**config.mk**
```make
export PLATFORM = sky130hd
export DESIGN_NAME = vrps_top
export DESIGN_NICKNAME = d
export VERILOG_FILES = /design/src/core/vrps_pkg.sv /design/src/core/vrps_skid.sv /design/src/core/vrps_top.sv
export SDC_FILE = /design/constraint.sdc
export NUM_CORES = 1
export LEC_CHECK = 0
export BUFFER_PORTS_ARGS = -buffer_cell sky130_fd_sc_hd__buf_2
export CORE_ASPECT_RATIO = 0.9
export CORE_UTILIZATION = 40
export DETAILED_ROUTE_END_ITERATION = 10
export SYNTH_ARGS = -nofsm -noshare
export SYNTH_HDL_FRONTEND = slang
export SYNTH_HIERARCHICAL = 1
export SYNTH_SLANG_ARGS = --single-unit
```
**constraint.sdc**
```tcl
create_clock -name i_clock -period 3.2 [get_ports i_clock]
set_input_delay 0.96 -clock i_clock [delete_from_list [all_inputs] [get_ports i_clock]]
set_output_delay 0.96 -clock i_clock [all_outputs]
set_load 0.02 [all_outputs]
```
**src/core/vrps_pkg.sv**
```systemverilog
// Constants shared by the vibration report and power sequencing block
package vrps_pkg;
   localparam int unsigned CLK_HZ = 10000000;
   localparam int unsigned BAUD_DEFAULT = 460800;
   // Rounded to nearest: truncation would leave the default rate over 3 % fast
   localparam logic [15:0] BAUD_DIV_DEFAULT = 16'((CLK_HZ + BAUD_DEFAULT / 2) / BAUD_DEFAULT);
   localparam int unsigned SETTLE_MS = 30;
   localparam logic [31:0] SETTLE_CYCLES = 32'(CLK_HZ / 1000 * SETTLE_MS);
   localparam logic [7:0] ADV_LEN_BYTE = 8'h1B;
   localparam logic [7:0] ADV_TYPE_BYTE = 8'hFF;
   localparam int unsigned ADV_BYTES = 28;
   localparam int unsigned GROUP_BYTES = 8;
   localparam int unsigned X_GROUP_BASE = 4;
   localparam int unsigned Y_GROUP_BASE = 12;
   localparam int unsigned Z_GROUP_BASE = 20;
   localparam int unsigned IDX_UPPER_BITS = 5;
   localparam int unsigned FFT_N = 1024;
   localparam int unsigned NUM_BINS = FFT_N / 2;
   localparam logic [15:0] FS_DEFAULT_HZ = 16'h5DC0;
   localparam logic [2:0] LEN_CODE_DEFAULT = 3'h5;
   localparam logic [7:0] ASCII_COMMA = 8'h2C;
   localparam logic [7:0] ASCII_CR = 8'h0D;
   localparam logic [7:0] ASCII_LF = 8'h0A;
   localparam logic [7:0] ASCII_ZERO = 8'h30;
   localparam logic [7:0] ASCII_A = 8'h41;
   localparam logic [9:0] BIN_FIRST_AC = 10'h001;
endpackage

```
**src/core/vrps_skid.sv**
```systemverilog
`timescale 1ns/1ps
`default_nettype none
// Two-entry byte buffer between the framer and the serial shifter
module vrps_skid (
   // Clock and reset
   input wire logic i_clock,
   input wire logic i_rst_n,
   // Fill side
   input wire logic i_valid,
   input wire logic [7:0] i_data,
   output logic o_ready,
   // Drain side
   output logic o_valid,
   output logic [7:0] o_data,
   input wire logic i_ready
);
   logic [7:0] mem_reg [2];
   logic wptr_reg;
   logic rptr_reg;
   logic [1:0] count_reg;
   wire push = i_valid && o_ready;
   wire pop = o_valid && i_ready;
   assign o_ready = (count_reg != 2'h2);
   assign o_valid = (count_reg != 2'h0);
   assign o_data = mem_reg[rptr_reg];
   always_ff @(posedge i_clock or negedge i_rst_n) begin
      if (!i_rst_n) begin
         mem_reg[0] <= 8'h00;
         mem_reg[1] <= 8'h00;
         wptr_reg <= 1'b0;
         rptr_reg <= 1'b0;
         count_reg <= 2'h0;
      end else begin
         if (push) begin
            mem_reg[wptr_reg] <= i_data;
            wptr_reg <= ~wptr_reg;
         end
         if (pop)
            rptr_reg <= ~rptr_reg;
         count_reg <= count_reg + {1'b0, push} - {1'b0, pop};
      end
   end
   a_skid_no_overflow: assert property (@(posedge i_clock) disable iff (!i_rst_n)
      count_reg <= 2'h2) else $error("buffer count above two");
   a_skid_hold_data: assert property (@(posedge i_clock) disable iff (!i_rst_n)
      (o_valid && !i_ready) |=> o_valid && $stable(o_data))
      else $error("buffered byte lost in stall");
endmodule
`default_nettype wire

```
**src/core/vrps_top.sv**
```systemverilog
`timescale 1ns/1ps
`default_nettype none
// Vibration report framer, serial text stream and sensor power sequencer
module vrps_top #(
   parameter logic [31:0] SETTLE_COUNT = vrps_pkg::SETTLE_CYCLES,
   parameter logic [7:0] ID_CHAR0 = 8'h51, // Arbitrary identity value
   parameter logic [7:0] ID_CHAR1 = 8'h52 // Arbitrary identity value
) (
   // Clock and reset
   input wire logic i_clock,
   input wire logic i_rst_n,
   // Configuration
   input wire logic [15:0] i_baud_div,
   input wire logic i_serial_mode,
   input wire logic [7:0] i_interval_hours,
   input wire logic [7:0] i_interval_minutes,
   input wire logic i_interval_load,
   input wire logic [15:0] i_sample_freq_hz,
   input wire logic [2:0] i_len_code,
   // Real-time clock
   input wire logic i_rtc_match,
   output logic o_rtc_load,
   output logic [7:0] o_rtc_hours,
   output logic [7:0] o_rtc_minutes,
   // Sampling and spectrum results
   output logic o_sample_start,
   input wire logic i_sample_done,
   input wire logic i_bin_valid,
   input wire logic [1:0] i_bin_axis,
   input wire logic [9:0] i_bin_index,
   input wire logic [31:0] i_bin_energy,
   output logic o_bin_ready,
   input wire logic i_spectrum_done,
   // Power pins
   output logic o_supply_switch_enable_pin,
   output logic o_accel_output_enable_pin,
   output logic o_deep_sleep_state,
   output logic o_light_sleep_state,
   // Serial link
   output logic o_uart_tx,
   // Advertising and connected download
   input wire logic i_central_connected,
   output logic o_adv_valid,
   output logic [7:0] o_adv_data,
   output logic o_adv_last,
   input wire logic i_adv_ready,
   output logic o_dl_valid,
   output logic [1:0] o_dl_axis,
   output logic [9:0] o_dl_index,
   output logic [31:0] o_dl_energy,
   input wire logic i_dl_ready
);
   typedef enum {VRPS_DEEP, VRPS_SETTLE, VRPS_SAMPLE, VRPS_REPORT} vrps_pwr_t;
   vrps_pwr_t pwr_reg;
   logic [31:0] timer_reg;
   logic [15:0] peak_idx_reg [3];
   logic [31:0] peak_val_reg [3];
   logic [2:0] peak_seen_reg;
   logic [4:0] adv_ptr_reg;
   logic [7:0] adv_byte;
   // Sensor power sequencing
   wire timer_done = (timer_reg == 32'h0);
   always_ff @(posedge i_clock or negedge i_rst_n) begin
      if (!i_rst_n) begin
         pwr_reg <= VRPS_DEEP;
         timer_reg <= 32'h0;
      end else begin
         case (pwr_reg)
            VRPS_DEEP: if (i_rtc_match) begin
               pwr_reg <= VRPS_SETTLE;
               timer_reg <= SETTLE_COUNT - 32'h1;
            end
            VRPS_SETTLE: if (timer_done)
               pwr_reg <= VRPS_SAMPLE;
            else
               timer_reg <= timer_reg - 32'h1;
            VRPS_SAMPLE: if (i_sample_done)
               pwr_reg <= VRPS_REPORT;
            VRPS_REPORT: if (i_spectrum_done)
               pwr_reg <= VRPS_DEEP;
            default: pwr_reg <= VRPS_DEEP;
         endcase
      end
   end
   assign o_supply_switch_enable_pin = (pwr_reg == VRPS_SETTLE) ||
      (pwr_reg == VRPS_SAMPLE);
   assign o_accel_output_enable_pin = (pwr_reg == VRPS_SAMPLE);
   assign o_light_sleep_state = (pwr_reg == VRPS_SETTLE);
   assign o_deep_sleep_state = (pwr_reg == VRPS_DEEP);
   assign o_sample_start = (pwr_reg == VRPS_SETTLE) && timer_done;
   // Interval goes straight to the RTC, which owns the time keeping
   always_ff @(posedge i_clock or negedge i_rst_n) begin
      if (!i_rst_n) begin
         o_rtc_load <= 1'b0;
         o_rtc_hours <= 8'h00;
         o_rtc_minutes <= 8'h00;
      end else begin
         o_rtc_load <= i_interval_load;
         if (i_interval_load) begin
            o_rtc_hours <= i_interval_hours;
            o_rtc_minutes <= i_interval_minutes;
         end
      end
   end
   // Peak search over every bin from index 1 up, DC skipped; energy arrives already as float bits
   wire bin_take = i_bin_valid && o_bin_ready;
   wire bin_ac = (i_bin_index >= vrps_pkg::BIN_FIRST_AC);
   // Positive floats compare in order as unsigned integers
   genvar ax;
   generate
      for (ax = 0; ax < 3; ax++) begin : g_peak
         wire hit = bin_take && bin_ac && (i_bin_axis == 2'(ax)) &&
            (!peak_seen_reg[ax] || (i_bin_energy > peak_val_reg[ax]));
         always_ff @(posedge i_clock or negedge i_rst_n) begin
            if (!i_rst_n) begin
               peak_idx_reg[ax] <= 16'h0;
               peak_val_reg[ax] <= 32'h0;
               peak_seen_reg[ax] <= 1'b0;
            end else if (o_sample_start) begin
               peak_seen_reg[ax] <= 1'b0;
            end else if (hit) begin
               peak_idx_reg[ax] <= {6'h00, i_bin_index};
               peak_val_reg[ax] <= i_bin_energy;
               peak_seen_reg[ax] <= 1'b1;
            end
         end
      end
   endgenerate
   // Advertising payload build
   wire [4:0] z_base = 5'(vrps_pkg::Z_GROUP_BASE);
   wire [4:0] y_base = 5'(vrps_pkg::Y_GROUP_BASE);
   wire [4:0] x_base = 5'(vrps_pkg::X_GROUP_BASE);
   wire in_z = (adv_ptr_reg >= z_base);
   wire in_y = (adv_ptr_reg >= y_base);
   wire [4:0] grp_off = in_z ? adv_ptr_reg - z_base :
      (in_y ? adv_ptr_reg - y_base : adv_ptr_reg - x_base);
   wire [1:0] grp_ax = in_z ? 2'd2 : (in_y ? 2'd1 : 2'd0);
   wire [15:0] g_idx = peak_idx_reg[grp_ax];
   wire [31:0] g_val = peak_val_reg[grp_ax];
   always_comb begin
      case (adv_ptr_reg)
         5'd0: adv_byte = vrps_pkg::ADV_LEN_BYTE;
         5'd1: adv_byte = vrps_pkg::ADV_TYPE_BYTE;
         5'd2: adv_byte = ID_CHAR0;
         5'd3: adv_byte = ID_CHAR1;
         default: begin
            case (grp_off[2:0])
               3'd0: adv_byte = {i_len_code, g_idx[12:8]};
               3'd1: adv_byte = g_idx[7:0];
               3'd2: adv_byte = i_sample_freq_hz[15:8];
               3'd3: adv_byte = i_sample_freq_hz[7:0];
               3'd4: adv_byte = g_val[7:0];
               3'd5: adv_byte = g_val[15:8];
               3'd6: adv_byte = g_val[23:16];
               default: adv_byte = g_val[31:24];
            endcase
         end
      endcase
   end
   wire adv_en = !i_central_connected && !i_serial_mode;
   always_ff @(posedge i_clock or negedge i_rst_n) begin
      if (!i_rst_n) begin
         adv_ptr_reg <= 5'd0;
      end else if (!adv_en) begin
         adv_ptr_reg <= 5'd0;
      end else if (i_adv_ready) begin
         adv_ptr_reg <= (adv_ptr_reg == 5'(vrps_pkg::ADV_BYTES - 1)) ? 5'd0 :
            adv_ptr_reg + 5'd1;
      end
   end
   assign o_adv_valid = adv_en;
   assign o_adv_data = adv_byte;
   assign o_adv_last = (adv_ptr_reg == 5'(vrps_pkg::ADV_BYTES - 1));
   // Connected download passes every bin through, DC included
   wire dl_mode = i_central_connected && !i_serial_mode;
   assign o_dl_valid = dl_mode && i_bin_valid;
   assign o_dl_axis = i_bin_axis;
   assign o_dl_index = i_bin_index;
   assign o_dl_energy = i_bin_energy;
   // CSV text: eight hex digits of each energy, comma between, CRLF after bin NUM_BINS - 1 whatever the axis
   logic [3:0] chr_reg;
   logic fb_ready;
   wire last_bin = (i_bin_index == 10'(vrps_pkg::NUM_BINS - 1));
   wire [3:0] nib = i_bin_energy[31 - 4 * chr_reg[2:0] -: 4];
   wire [7:0] hex_chr = (nib < 4'hA) ? vrps_pkg::ASCII_ZERO + {4'h0, nib} :
      vrps_pkg::ASCII_A + {4'h0, nib - 4'hA};
   wire [7:0] txt_chr = (chr_reg < 4'd8) ? hex_chr :
      (chr_reg == 4'd8) ? (last_bin ? vrps_pkg::ASCII_CR : vrps_pkg::ASCII_COMMA) :
      vrps_pkg::ASCII_LF;
   wire txt_end = (chr_reg == 4'd9) || ((chr_reg == 4'd8) && !last_bin);
   wire txt_valid = i_serial_mode && i_bin_valid;
   always_ff @(posedge i_clock or negedge i_rst_n) begin
      if (!i_rst_n)
         chr_reg <= 4'd0;
      else if (txt_valid && fb_ready)
         chr_reg <= txt_end ? 4'd0 : chr_reg + 4'd1;
   end
   assign o_bin_ready = i_serial_mode ? (fb_ready && txt_end) :
      (i_central_connected ? i_dl_ready : 1'b1);
   // Byte buffer so a busy shifter stalls the text source without loss
   logic fb_valid;
   logic [7:0] fb_data;
   logic tx_take;
   vrps_skid u_skid (
      .i_clock(i_clock),
      .i_rst_n(i_rst_n),
      .i_valid(txt_valid),
      .i_data(txt_chr),
      .o_ready(fb_ready),
      .o_valid(fb_valid),
      .o_data(fb_data),
      .i_ready(tx_take)
   );
   // 8-N-1 shifter: start, eight data LSB first, one stop, no parity
   logic [8:0] sh_reg;
   logic [3:0] bit_reg;
   logic [15:0] div_reg;
   logic busy_reg;
   wire [15:0] div_use = (i_baud_div == 16'h0) ? vrps_pkg::BAUD_DIV_DEFAULT :
      i_baud_div;
   wire bit_end = (div_reg == 16'h0);
   assign tx_take = !busy_reg;
   always_ff @(posedge i_clock or negedge i_rst_n) begin
      if (!i_rst_n) begin
         sh_reg <= 9'h1FF;
         bit_reg <= 4'd0;
         div_reg <= 16'h0;
         busy_reg <= 1'b0;
      end else if (!busy_reg) begin
         if (fb_valid) begin
            sh_reg <= {fb_data, 1'b0};
            bit_reg <= 4'd9;
            div_reg <= div_use - 16'h1;
            busy_reg <= 1'b1;
         end
      end else if (bit_end) begin
         div_reg <= div_use - 16'h1;
         sh_reg <= {1'b1, sh_reg[8:1]};
         if (bit_reg == 4'd0)
            busy_reg <= 1'b0;
         bit_reg <= bit_reg - 4'd1;
      end else begin
         div_reg <= div_reg - 16'h1;
      end
   end
   assign o_uart_tx = sh_reg[0];
   // Independent count of light-sleep cycles, so a broken timer cannot hide itself
   logic [31:0] settle_seen_reg;
   always_ff @(posedge i_clock or negedge i_rst_n) begin
      if (!i_rst_n)
         settle_seen_reg <= 32'h0;
      else if (!o_light_sleep_state)
         settle_seen_reg <= 32'h0;
      else
         settle_seen_reg <= settle_seen_reg + 32'h1;
   end
   a_settle_length: assert property (@(posedge i_clock) disable iff (!i_rst_n)
      o_sample_start |-> settle_seen_reg == SETTLE_COUNT - 32'h1)
      else $error("settle wait length wrong");
   a_peak_not_dc: assert property (@(posedge i_clock) disable iff (!i_rst_n)
      peak_seen_reg[0] |-> peak_idx_reg[0] != 16'h0000)
      else $error("dc bin taken as peak");
   a_accel_while_ramp: assert property (@(posedge i_clock) disable iff (!i_rst_n)
      o_light_sleep_state |-> !o_accel_output_enable_pin && o_supply_switch_enable_pin)
      else $error("accelerometer enabled during supply ramp");
   a_wake_powers_up: assert property (@(posedge i_clock) disable iff (!i_rst_n)
      (o_deep_sleep_state && i_rtc_match) |=> o_supply_switch_enable_pin)
      else $error("supply not switched on after wake");
   a_sample_off: assert property (@(posedge i_clock) disable iff (!i_rst_n)
      (pwr_reg == VRPS_SAMPLE && i_sample_done) |=> !o_supply_switch_enable_pin)
      else $error("supply left on after sampling");
   a_deep_stays: assert property (@(posedge i_clock) disable iff (!i_rst_n)
      (o_deep_sleep_state && !i_rtc_match) |=> o_deep_sleep_state)
      else $error("left deep sleep without match");
   a_adv_header: assert property (@(posedge i_clock) disable iff (!i_rst_n)
      (o_adv_valid && adv_ptr_reg == 5'd0) |-> o_adv_data == 8'h1B)
      else $error("advert first byte wrong");
   a_adv_second: assert property (@(posedge i_clock) disable iff (!i_rst_n)
      (o_adv_valid && adv_ptr_reg == 5'd1) |-> o_adv_data == 8'hFF)
      else $error("advert second byte wrong");
   a_adv_y_index: assert property (@(posedge i_clock) disable iff (!i_rst_n)
      (o_adv_valid && adv_ptr_reg == 5'd13) |-> o_adv_data == peak_idx_reg[1][7:0])
      else $error("y index byte misplaced");
   a_adv_z_freq: assert property (@(posedge i_clock) disable iff (!i_rst_n)
      (o_adv_valid && adv_ptr_reg == 5'd22) |-> o_adv_data == i_sample_freq_hz[15:8])
      else $error("z frequency byte misplaced");
   a_adv_x_float: assert property (@(posedge i_clock) disable iff (!i_rst_n)
      (o_adv_valid && adv_ptr_reg == 5'd11) |-> o_adv_data == peak_val_reg[0][31:24])
      else $error("x float byte order wrong");
   a_uart_start: assert property (@(posedge i_clock) disable iff (!i_rst_n)
      (!busy_reg && fb_valid) |=> !o_uart_tx [*2])
      else $error("start bit too short");
endmodule
`default_nettype wire

```
-- Word-level counts from Yosys, hierarchy flattened
Index checks and enable logic that the tools add are counted.
- flip-flop bits (word level): 269
- logic and storage cells: 194
- $add $sub $neg: 15
- magnitude comparators: 12
- eq/ne operators: 28
- shifts and indexed selects: 1
- multiplexer cells: 56
- bitwise logic cells: 6
- reductions and logical operators: 51
- operators with widths (cell ; number):
    two-way mux 32 bit ; 8
    case mux 32 bit (4 select lines) ; 1
    == test 32 x 2 -> 1 bit (second input constant) ; 3
    > comparator 32 bit ; 3
    zero test 32 bit ; 3
    binary-select mux 32 bit (select 2 bit) ; 1
    two-way mux 16 bit ; 4
    case mux 32 bit (2 select lines) ; 1
    case mux 8 bit (7 select lines) ; 1
    two-way mux 8 bit ; 6
    indexed part select 35 x 33 -> 4 bit ; 1
    binary-select mux 16 bit (select 2 bit) ; 1
    == test 32 x 1 -> 1 bit (second input constant) ; 1
    == test 32 x 3 -> 1 bit (second input constant) ; 1
    zero test 16 bit ; 2
    case mux 8 bit (4 select lines) ; 1
    subtractor 16 x 1 -> 16 bit (second input constant) ; 2
    subtractor 32 x 1 -> 32 bit (second input constant) ; 1
    two-way mux 9 bit ; 3
    two-way mux 13 bit ; 2
    logical AND 1 bit ; 18
    bitwise mux 16 bit ; 1
    two-way mux 4 bit ; 4
    two-way mux 5 bit ; 3
    other kinds (47) ; 97

-- Logic depth before layout (Yosys ltp)
Gate-level depths: netlist of the first run.
- depth in word-level cells: 12
- mapped depth: 13
- depth with buffers taken out: 13

-- Hierarchy
Netlist of the first run, hierarchy kept.
- by module, submodules not included (module ; times used ; cells each ; area each (µm²) ; seq. area each (µm²)):
    vrps_top ; 1 ; 1492 ; 14535.2 ; 5491.5
    vrps_skid ; 1 ; 60 ; 972.2 ; 500.5

-- Worst setup path after synthesis of the first run
No wires, ideal clock.
- path kind: input -> register
- start: input port i_baud_div[2]
- end: register div_reg[12]
- library setup time: 0.139 ns
- arrival time: 3.214 ns
- slack: -0.153 ns
- cell stages on the path: 13
- path buffers: 0
- cell sequence: or4_1 nor4_1 nand2_1 nor2_1 nor2_1 ha_1 inv_1 nor4_1 o311ai_0 xor2_1 nand2_1 o21ai_0 o221ai_1
- longest elaborated chain between the ends: 5
- elaborated cells on any way between the ends: 6
- those cells by class: 1 x add/sub; 4 x mux; 1 x reduce/logical
- ends and longest elaborated chain (element ; line ; RTL):
    from (decl) ; vrps_top.sv:13 ; input wire logic [15:0] i_baud_div,
    zero test 16 bit ; vrps_top.sv:219 ; wire [15:0] div_use = (i_baud_div == 16'h0) ? vrps_pkg::BAUD_DIV_DEFAULT :
    two-way mux 16 bit (*) ; vrps_top.sv:219 ;
    subtractor 16 x 1 -> 16 bit (*) ; vrps_top.sv:233, vrps_top.sv:237 ;
    two-way mux 16 bit, on equally long branches ; vrps_top.sv:230, vrps_top.sv:236 ;
    two-way mux 16 bit (*) ; vrps_top.sv:229 ; end else if (!busy_reg) begin
    to (signal assigned) ; vrps_top.sv:233 ; div_reg <= div_use - 16'h1;
    to (signal assigned) ; vrps_top.sv:237 ; div_reg <= div_use - 16'h1;
    to (signal assigned) ; vrps_top.sv:243 ; div_reg <= div_reg - 16'h1;
    to (decl) ; vrps_top.sv:217 ; logic [15:0] div_reg;
Every way passes the cells marked *; elsewhere a longest branch is shown, timed or not. The select of a mux whose other input is x is not followed.
A chain may end at the register's enable or synchronous reset.

-- Final worst setup path of the first run
- start: register adv_ptr_reg[1]
- end: output port o_adv_data[3]
- longest elaborated chain between the ends: 9
- elaborated cells on any way between the ends: 29
- those cells by class: 3 x add/sub; 2 x order compare; 9 x eq/ne; 12 x mux; 1 x bitwise; 2 x reduce/logical
- ends and longest elaborated chain (element ; line ; RTL):
    from (decl) ; vrps_top.sv:59 ; logic [4:0] adv_ptr_reg;
    from (signal assigned) ; vrps_top.sv:167 ; adv_ptr_reg <= (adv_ptr_reg == 5'(vrps_pkg::ADV_BYTES - 1)) ? 5'd0 :
    >= comparator 5 x 4 -> 1 bit ; vrps_top.sv:134 ; wire in_y = (adv_ptr_reg >= y_base);
    two-way mux 1 bit ; vrps_top.sv:137 ; wire [1:0] grp_ax = in_z ? 2'd2 : (in_y ? 2'd1 : 2'd0);
    two-way mux 2 bit ; vrps_top.sv:137 ;
    inverter 2 -> 3 bit (implied by the code) ; vrps_top.sv:138, vrps_top.sv:139 ;
    binary-select mux 32 bit (select 2 bit) / binary-select mux 16 bit (select 2 bit) (equally long branches) ; vrps_top.sv:139, vrps_top.sv:138 ;
    two-way mux 32 bit (implied by the code) / two-way mux 13 bit (equally long branches) (2 in a row) ; vrps_top.sv:139, vrps_top.sv:138 ;
    case mux 8 bit (7 select lines) ; vrps_top.sv:147 ; case (grp_off[2:0])
    case mux 8 bit (4 select lines) (*) ; vrps_top.sv:141 ; case (adv_ptr_reg)
    to (decl) ; vrps_top.sv:44 ; output logic [7:0] o_adv_data,
Marked as above.

==> results of run 1 <==
## worst max-delay path: stages (launching register included)
cell      delay (ns)
dfrtp_1         0.40
buf_4           0.13
ha_2            0.19
ha_4            0.19
buf_4           0.14
nor4_1          0.04
buf_4           0.17
a21oi_1         0.16
o211ai_1        0.13
a21oi_1         0.25
o21ai_1         0.12
buf_4           0.16
buf_4           0.15
## Yosys cell counts (5+ instances only)
master / count
dfrtp_1: 230
inv_1: 129
nand2_1: 128
ha_1: 116
mux2_2: 116
nor2_1: 90
o21ai_0: 80
a21oi_1: 79
mux2_4: 56
buf_4: 48
clkbuf_1: 42
nand3_1: 36
nor4_1: 29
nor3_1: 25
nand4_1: 22
o31ai_1: 22
mux2i_1: 21
o22ai_1: 19
xnor2_1: 16
or3_1: 14
o211ai_1: 12
a21o_1: 11
a22oi_1: 11
a31oi_1: 10
buf_2: 9
dfstp_2: 9
a221oi_1: 8
mux4_2: 8
nand2b_1: 8
or4_1: 8
o221ai_1: 7
xor2_1: 7
a211oi_1: 6
and2_1: 6
nor2b_1: 6
o41ai_1: 6
a2111oi_0: 5
buf_1: 5
nand3b_1: 5
o21a_1: 5
or2_2: 5
## stage by stage
stage          instance area [um2]   util  cells
4_1_cts                      19400  0.507   2384
5_1_grt                      19700  0.515   2401
3_5_place_dp                 18100  0.473   2317
6_report                     19700  0.515   2401
2_1_floorplan                15500      -   1553
3_3_place_gp                 18100  0.473   2317
## cells by family after synthesis
family,Yosys count,synth area share
and+or+nand+nor,407,0.130
other,1,0.000242
AOI/OAI and AO/OA,323,0.136
DFF,239,0.386
adders and majority gates,116,0.0936
muxes,202,0.164
buffers and inverters,241,0.0768
xor gates and xnor gates,23,0.0130
## area by class of cell
type	instances	share of cell area
multi-input cells	1073	0.443
flip-flops and latches	239	0.305
repair buffers	417	0.150
clock buffers	42	0.0419
well taps	490	0.0311
inverters	129	0.0250
clock inverters	10	0.00394
diodes	1	0.000127
## repair_timing
action | 4_1_cts | 5_1_grt
pin swaps | 18 | 19
gates cloned | 0 | 1
gates resized for setup | 80 | 30
buffers inserted | 16 | 15
setup endpoints to repair | 42 | 104
## final timing paths
path                                     start                to  slack (ns)  depth (start not counted)
worst max-delay path            adv_ptr_reg[1]     o_adv_data[3]       -0.53                         12
worst min-delay path                   i_rst_n  peak_val_reg[25]        0.34                          1
worst max register to register    timer_reg[8]   peak_val_reg[1]        0.12                         10
worst min register to register       sh_reg[0]         sh_reg[0]        0.47                          2
max in group asynchronous              i_rst_n    adv_ptr_reg[2]        1.89                          2
min in group i_clock                 sh_reg[0]         sh_reg[0]        0.47                          2
## power by group
| group | internal (W) | switching (W) | leakage [nW] |
|---|---|---|---|
| clock | 0.00185 | 0.00130 | 0.448 |
| sequential | 0.00418 | 0.000956 | 2.84 |
| combinational | 0.00298 | 0.00270 | 5.83 |
## routing by layer
metal	up-vias	wire (um)
met5	-	0
met4	0	1640
met3	80	2770
met2	381	21700
met1	6572	22300
li1	6262	-
==> flow_metrics.py, run 1 <==
metrics = {
    "clock_tree": {
        "cts.htree.levels": 1,
        "cts.sinks": 239,
        "cts_buffers": 28,
        "root_buffer": "clkbuf_16",
        "cts_buffer_depth": 3,
        "clkTransAtPathRegs_ns": 0.06,
        "clkLatencyLatePin_ns": 0.55,
        "cts_hold_buf": 0,
        "cts_tree": "done",
    },
    "final_layout": {
        "fin_nets": 2110,
        "fill_cells": 3486,
        "area_growth_pct": 27.0,
        "final_common_cell": "dfrtp_1",
        "final_cell_mix": "224 x dfrtp_1, 214 x buf_4, 175 x buf_2",
        "seq_area_um2": 6000,
        "largest_reg_flops": 96,
        "drive_above_1_share": 0.386,
        "multi_input_area_um2": 8730,
    },
    "logic_synthesis": {
        "ys.flop_type": "dfrtp_1",
        "synthCells": 1552,
        "seq_area_frac_synth": 0.386,
        "yosys.area.top_type": "dfrtp_1",
        "synthesis.area_um2": 15500,
        "ys_types": 82,
        "synth-edff-count": 0,
        "synth_top_area_frac": 0.371,
        "syn_area_per_cell_um2": 9.99,
        "synth_area_leaders": "dfrtp_1 37%, ha_1 9.4%, mux2_2 8.4%, mux2_4 5.4%, inv_1 3.1%",
        "yosys_register_bits": 239,
        "async_flop_share": 1.00,
        "yosysWarnings": 6,
    },
    "drt": {
        "vias_per_cell": 5.54,
        "drt_iter0_drc": 901,
        "antenna_left": 0,
        "wirelength_mm": 48.4,
        "wire_per_inst_um": 20.2,
        "vias": 13295,
        "first_pass_iters": 5,
        "drc": 0,
    },
    "timing": {
        "maxSlewViolCount": 0,
        "finalSetupViolations": 8,
        "rsz0062_at_grt": "yes",
        "tns_ns": -3.75,
        "hold_violations": 0,
        "tightest_slew_ns": 0.674,
        "min_period_ns": 3.73,
        "fmax_ghz": 0.268,
        "finClkSkew_ns": 0.0170,
        "worst_slack_ns": -0.531,
        "whs_ns": 0.343,
        "min_period_over_period": 1.17,
        "maxSlewHeadroom": 0.545,
    },
    "run_status": {
        "status": "complete, but fails checks",
        "violations": "setup timing",
    },
    "worst_setup_path": {
        "critPathArrivalTime_ns": 2.77,
        "worst_setup_path_start_kind": "flop",
        "worst-setup-path-type": "flop to output pin",
        "critPathRequiredTime_ns": 2.24,
        "crit_path_max_fanout": 4,
        "end_kind": "output pin",
    },
    "floorplan": {
        "initial_core_util": 0.405,
        "core.rowCount": 68,
        "io_pins": 185,
        "die_y_um": 189,
        "die_w_um": 210,
        "dieArea_um2": 39600,
        "core_um2": 38300,
    },
    "grt": {
        "grt_pass1_vias": 13109,
        "use_met3": 0.0348,
        "use_met1": 0.340,
        "grt_antenna_before_repair": 2,
        "grt_max_degree": 73,
        "grt_pass1_wl_mm": 74.4,
        "use_met2": 0.375,
        "grt_overflow_total": 0,
        "grt.busiest_layer": "met2",
        "track_usage": 0.240,
    },
    "place": {
        "dp_hpwl_mm": 36.4,
        "place.gp.congestion": 0.981,
        "port-buffer-count": 184,
        "preCtsSetupSlack_ns": -0.596,
    },
    "power_and_ir_drop": {
        "p_leak_nw": 9.12,
        "finalPower_w": 0.0140,
        "vdd_ir_drop_max_mv": 0.426,
        "p_per_area_nw_per_um2": 709,
    },
    "run": {
        "drv_cap": 0,
    },
    "worst_hold_path": {
        "hold_class": "input port to async pin",
    },
}
(Power assumes the default switching activity.)
==> run 2: changes to the inputs <==
Settings changed: RECOVER_POWER set to 50.
==> run 2 against run 1 <==
Against the previous run: the flow finishes with violations (capacitance limit, slew limit, setup timing); die area unchanged; sequential cell count unchanged; non-clock buffer count stayed put; global-route usage unchanged; largest cell class unchanged; sequential share of layout area increased by 0.076 points; total power about the same; via count about the same; critical path depth down 3; register-to-register slack about the same.
==> flow_metrics.py, run 2 (same netlist as run 1, synthesis figures left out) <==
metrics = {
    "place": {
        "dp_hpwl_mm": 36.4,
        "preCtsSetupSlack_ns": -0.596,
        "dpl.cell_count": 2317,
        "place.gp.congestion": 0.981,
        "port-buffer-count": 184,
    },
    "worst_setup_path": {
        "worst-setup-path-type": "flop to output pin",
        "r2r_slack_ns": 0.13,
        "crit_path_max_fanout": 7,
        "critical-path-top-delay-family": "buffers and inverters",
        "slowest_delay_ns": 0.45,
        "cp_cell_sequence": "buf_4, ha_2, ha_4, or4_4, buf_6, nand2_2, a2111oi_4, o211ai_1, buf_4",
        "crit_buf_inv": 3,
        "rr_startpoint": "timer_reg[8]",
        "worst_setup_path_start_kind": "flop",
        "critPathSlowestCell": "or4_4",
        "critPathRequiredTime_ns": 2.24,
        "end_kind": "output pin",
        "crit_top_cell": "buf_4",
        "critPathArrivalTime_ns": 2.75,
        "r2r-end": "peak_val_reg[1]",
        "r2r_cells": 10,
    },
    "final_layout": {
        "largest_reg_flops": 96,
        "seq_area_um2": 6000,
        "drive_above_1_share": 0.384,
        "area_growth_pct": 26.7,
        "final_common_cell": "dfrtp_1",
        "final_cell_mix": "224 x dfrtp_1, 210 x buf_4, 174 x buf_2",
        "multi_input_area_um2": 8730,
        "final_cells": 2401,
        "fill_cells": 3493,
        "fin_util": 0.513,
        "fin_nets": 2110,
    },
    "floorplan": {
        "io_pins": 185,
        "core_um2": 38300,
        "dieArea_um2": 39600,
        "die_y_um": 189,
        "die_w_um": 210,
        "initial_core_util": 0.405,
        "core.rowCount": 68,
    },
    "drt": {
        "drt_iter0_drc": 891,
        "drc": 0,
        "vias": 13292,
        "vias_per_cell": 5.54,
        "antenna_left": 0,
        "wirelength_mm": 48.2,
        "first_pass_iters": 7,
        "wire_per_inst_um": 20.1,
    },
    "timing": {
        "worst_slack_ns": -0.506,
        "maxSlewViolCount": 73,
        "finalSetupViolations": 8,
        "maxSlewHeadroom": -0.295,
        "min_period_over_period": 1.16,
        "rsz0062_at_grt": "yes",
        "hold_violations": 0,
        "tightest_slew_ns": 1.94,
        "tns_ns": -3.77,
        "min_period_ns": 3.71,
        "whs_ns": 0.467,
        "fmax_ghz": 0.270,
        "finClkSkew_ns": 0.0157,
    },
    "run_status": {
        "violations": "capacitance limit, slew limit, setup timing",
        "status": "complete, but fails checks",
    },
    "run": {
        "drv_cap": 1,
    },
    "worst_hold_path": {
        "holdPathEnd": "sh_reg[0]",
        "holdPathStages": 2,
        "min_from": "sh_reg[0]",
        "hold_class": "flop to flop",
    },
    "clock_tree": {
        "clkLatencyLatePin_ns": 0.55,
        "cts.sinks": 239,
        "clkTransAtPathRegs_ns": 0.06,
        "cts_buffers": 28,
        "cts_hold_buf": 0,
        "cts.htree.levels": 1,
        "cts_tree": "done",
        "cts_buffer_depth": 3,
        "root_buffer": "clkbuf_16",
    },
    "grt": {
        "grt_overflow_total": 0,
        "grt_pass1_vias": 13109,
        "grt_max_degree": 73,
        "track_usage": 0.240,
        "grt_antenna_before_repair": 2,
        "grt_pass1_wl_mm": 74.4,
    },
    "power_and_ir_drop": {
        "p_leak_nw": 9.09,
        "p_per_area_nw_per_um2": 710,
        "vdd_ir_drop_max_mv": 0.426,
    },
}
## run 2: changes by cell type in the layout (fill, tap and decap cells not counted)
| cell | before | now |
|---|---|---|
| clkbuf_4 | 0 | 2 |
| buf_2 | 175 | 174 |
| clkbuf_1 | 8 | 11 |
| buf_12 | 17 | 15 |
| clkbuf_2 | 0 | 3 |
| buf_8 | 1 | 0 |
| buf_4 | 214 | 210 |
| and2_1 | 5 | 4 |
| and2_0 | 1 | 2 |
## run 2: cell type report
type / count / area share
Antenna cell: 1 / 0.000127
Clock buffer: 42 / 0.0420
Clock inverter: 10 / 0.00395
Inverter: 129 / 0.0251
Multi-Input combinational cell: 1073 / 0.444
Sequential cell: 239 / 0.305
Tap cell: 490 / 0.0312
Timing Repair Buffer: 417 / 0.148
## run 2: stage by stage
step           power (W)  instance area, um2
2_1_floorplan    0.00860               15500
3_3_place_gp      0.0104               18100
3_5_place_dp      0.0106               18100
4_1_cts           0.0139               19400
5_1_grt           0.0148               19700
6_report          0.0139               19700
## run 2: power by group
| group | internal [W] | total [W] | switching, W |
|---|---|---|---|
| clock network | 0.00185 | 0.00315 | 0.00130 |
| logic | 0.00297 | 0.00567 | 0.00270 |
| registers | 0.00417 | 0.00513 | 0.000956 |
| total | 0.00900 | 0.0139 | 0.00495 |
## run 2: worst reg2reg max path: stages, from the launching register on
cell	delay (ns)
dfrtp_1	0.39
or3_4	0.40
buf_4	0.14
buf_4	0.15
nor4_1	0.41
nand3_1	0.32
nand2_2	0.17
or4b_1	0.19
a211o_2	0.21
buf_12	0.20
mux2_2	0.35
## run 2: how the worst max path moves through the flow
stage                          start               end  slack (ns)  cells after the start
finish                adv_ptr_reg[1]     o_adv_data[1]       -0.51                      9
global route          adv_ptr_reg[1]     o_adv_data[5]       -0.65                     10
floorplan           i_bin_energy[29]  peak_idx_reg[16]       -0.03                      9
global placement    i_bin_energy[21]  peak_val_reg[66]       -0.61                     12
CTS                   adv_ptr_reg[1]     o_adv_data[5]       -0.49                     10
detailed placement  i_bin_energy[21]  peak_val_reg[70]       -0.60                     12
## run 2: what timing repair did
action / CTS / global route
buffers inserted: 16 / 15
endpoints found under the setup margin: 42 / 104
pin swaps: 18 / 19
gates cloned: 0 / 1
resized for setup: 80 / 30
## run 2: metal layers
layer  part of all wire  global-route usage
met5                  0                   0
met4              0.034              0.0828
met3              0.056              0.0348
met2               0.45               0.375
met1               0.46               0.340
==> run 3: changes to the inputs <==
Settings changed: CTS_BUF_LIST set to sky130_fd_sc_hd__clkbuf_4 sky130_fd_sc_hd__clkbuf_8.
==> run 3 against run 2 <==
Against the previous run: the run still ends with capacitance limit, slew limit, setup timing left; worst setup slack got worse by 0.098 ns; clock skew up 0.025 ns; clock power is 5% lower; non-clock buffer count decreased by 7; design area shrank 0.63%; critical path type unchanged; largest cell class unchanged.
==> flow_metrics.py, run 3 (same netlist as run 1, synthesis figures left out) <==
metrics = {
    "drt": {
        "wirelength_mm": 48.2,
        "drt_iter0_drc": 940,
        "antenna_left": 0,
        "vias_per_cell": 5.55,
        "wire_per_inst_um": 19.9,
        "first_pass_iters": 7,
        "vias": 13409,
        "drc": 0,
    },
    "worst_setup_path": {
        "crit_top_cell": "buf_4",
        "worst-setup-path-type": "flop to output pin",
        "slowest_delay_ns": 0.41,
        "cp_cell_sequence": "buf_4, ha_2, ha_4, buf_4, nor4_1, buf_4, a21oi_1, o211ai_1, a21oi_1, o21ai_1, buf_4, buf_4",
        "r2r-end": "peak_idx_reg[24]",
        "worst_setup_path_start_kind": "flop",
        "rr_startpoint": "peak_val_reg[61]",
        "crit_path_max_fanout": 4,
        "critPathSlowestCell": "dfrtp_1",
        "r2r_cells": 10,
        "critPathRequiredTime_ns": 2.24,
        "critPathArrivalTime_ns": 2.84,
        "end_kind": "output pin",
        "r2r_slack_ns": 0.15,
    },
    "floorplan": {
        "core.rowCount": 68,
        "dieArea_um2": 39600,
        "io_pins": 185,
        "die_y_um": 189,
        "initial_core_util": 0.405,
        "die_w_um": 210,
        "core_um2": 38300,
    },
    "final_layout": {
        "final_cells": 2416,
        "design_area_um2": 19500,
        "drive_above_1_share": 0.391,
        "largest_reg_flops": 96,
        "final_common_cell": "dfrtp_1",
        "area_growth_pct": 25.9,
        "final_cell_mix": "224 x dfrtp_1, 205 x buf_4, 174 x buf_2",
        "fin_util": 0.510,
        "seq_area_um2": 6000,
        "fin_nets": 2118,
        "multi_input_area_um2": 8710,
        "fill_cells": 3509,
    },
    "grt": {
        "grt_pass1_vias": 13264,
        "grt_max_degree": 73,
        "grt_pass1_wl_mm": 74.9,
        "grt_antenna_before_repair": 2,
        "grt_overflow_total": 0,
        "track_usage": 0.244,
    },
    "run_status": {
        "violations": "capacitance limit, slew limit, setup timing",
        "status": "complete, but fails checks",
    },
    "power_and_ir_drop": {
        "vdd_ir_drop_max_mv": 0.303,
        "p_leak_nw": 9.07,
        "finalPower_w": 0.0138,
        "p_per_area_nw_per_um2": 705,
    },
    "timing": {
        "fmax_ghz": 0.263,
        "finalSetupViolations": 8,
        "finClkSkew_ns": 0.0402,
        "whs_ns": 0.469,
        "hold_violations": 0,
        "worst_slack_ns": -0.604,
        "maxSlewViolCount": 73,
        "min_period_ns": 3.80,
        "rsz0062_at_grt": "yes",
        "min_period_over_period": 1.19,
        "maxSlewHeadroom": -0.289,
        "tightest_slew_ns": 1.93,
    },
    "clock_tree": {
        "cts_tree": "done",
        "cts.htree.levels": 2,
        "clkLatencyLatePin_ns": 0.62,
        "cts.sinks": 239,
        "cts_hold_buf": 0,
        "root_buffer": "clkbuf_8",
        "cts_buffer_depth": 3,
        "cts_buffers": 43,
        "clkTransAtPathRegs_ns": 0.06,
    },
    "place": {
        "port-buffer-count": 184,
        "dpl.cell_count": 2317,
        "placed_area_um2": 18100,
        "dp_hpwl_mm": 36.4,
        "place.gp.congestion": 0.981,
    },
    "worst_hold_path": {
        "hold_class": "flop to flop",
        "holdPathEnd": "sh_reg[0]",
        "holdPathStages": 2,
        "min_from": "sh_reg[0]",
    },
    "run": {
        "drv_cap": 1,
    },
}
run 3: changes by cell type in the layout (fill, tap and decap cells not counted), moves of 5 or more:
| cell | delta |
|---|---|
| buf_4 | -5 |
| clkbuf_1 | -8 |
| clkbuf_16 | -30 |
| clkbuf_4 | +17 |
| clkbuf_8 | +47 |
| clkinv_2 | -6 |
run 3: layer usage:
layer	track usage	vias to the layer above	wire length [um]
met2	0.376	430	21600
met1	0.341	6625	21900
li1	-	6271	-
met4	0.0960	0	1530
met3	0.0435	83	3170
met5	0	-	0
run 3: per-stage QoR:
stage / worst slack, ns / TNS [ns]
floorplan: -0.0267 / -1.04
global route: -0.707 / -5.61
detailed placement: -0.596 / -61.74
CTS: -0.564 / -4.16
global placement: -0.614 / -55.07
finish: -0.604 / -4.23
run 3: layout make-up:
cell class,count,share of cell area
antenna,2,0.000256
clock buffer,69,0.0432
multi-input combinational,1073,0.446
inverter,129,0.0251
timing repair buffer,410,0.146
tap,490,0.0314
clock inverter,4,0.00135
sequential,239,0.307
run 3: power breakdown:
part	internal (W)	switching (W)	total (W)	leakage (nW)
clock network	0.00166	0.00132	0.00298	0.465
logic	0.00296	0.00270	0.00566	5.77
registers	0.00418	0.000942	0.00512	2.84
run 3: worst max-delay path by stage:
stage	startpoint	endpoint	slack, ns
2_1_floorplan	i_bin_energy[29]	peak_idx_reg[16]	-0.03
3_3_place_gp	i_bin_energy[21]	peak_val_reg[66]	-0.61
3_5_place_dp	i_bin_energy[21]	peak_val_reg[70]	-0.60
4_1_cts	adv_ptr_reg[1]	o_adv_data[5]	-0.56
5_1_grt	adv_ptr_reg[1]	o_adv_data[5]	-0.71
6_report	adv_ptr_reg[1]	o_adv_data[3]	-0.60
run 3: critical path: cells and delay by family (launching register included):
family	cells	cell delay, ns
adder cells (fa/ha/maj)	2	0.37
buffers and inverters	5	0.82
AND/OR/NAND/NOR	1	0.20
flip-flops	1	0.41
AO/OA/AOI/OAI	4	0.45
run 3: repair_timing:
| action | CTS | global route |
|---|---|---|
| setup endpoints to repair | 10 | 87 |
| pin swaps | 20 | 11 |
| gates resized for setup | 80 | 28 |
| setup buffers | 18 | 7 |
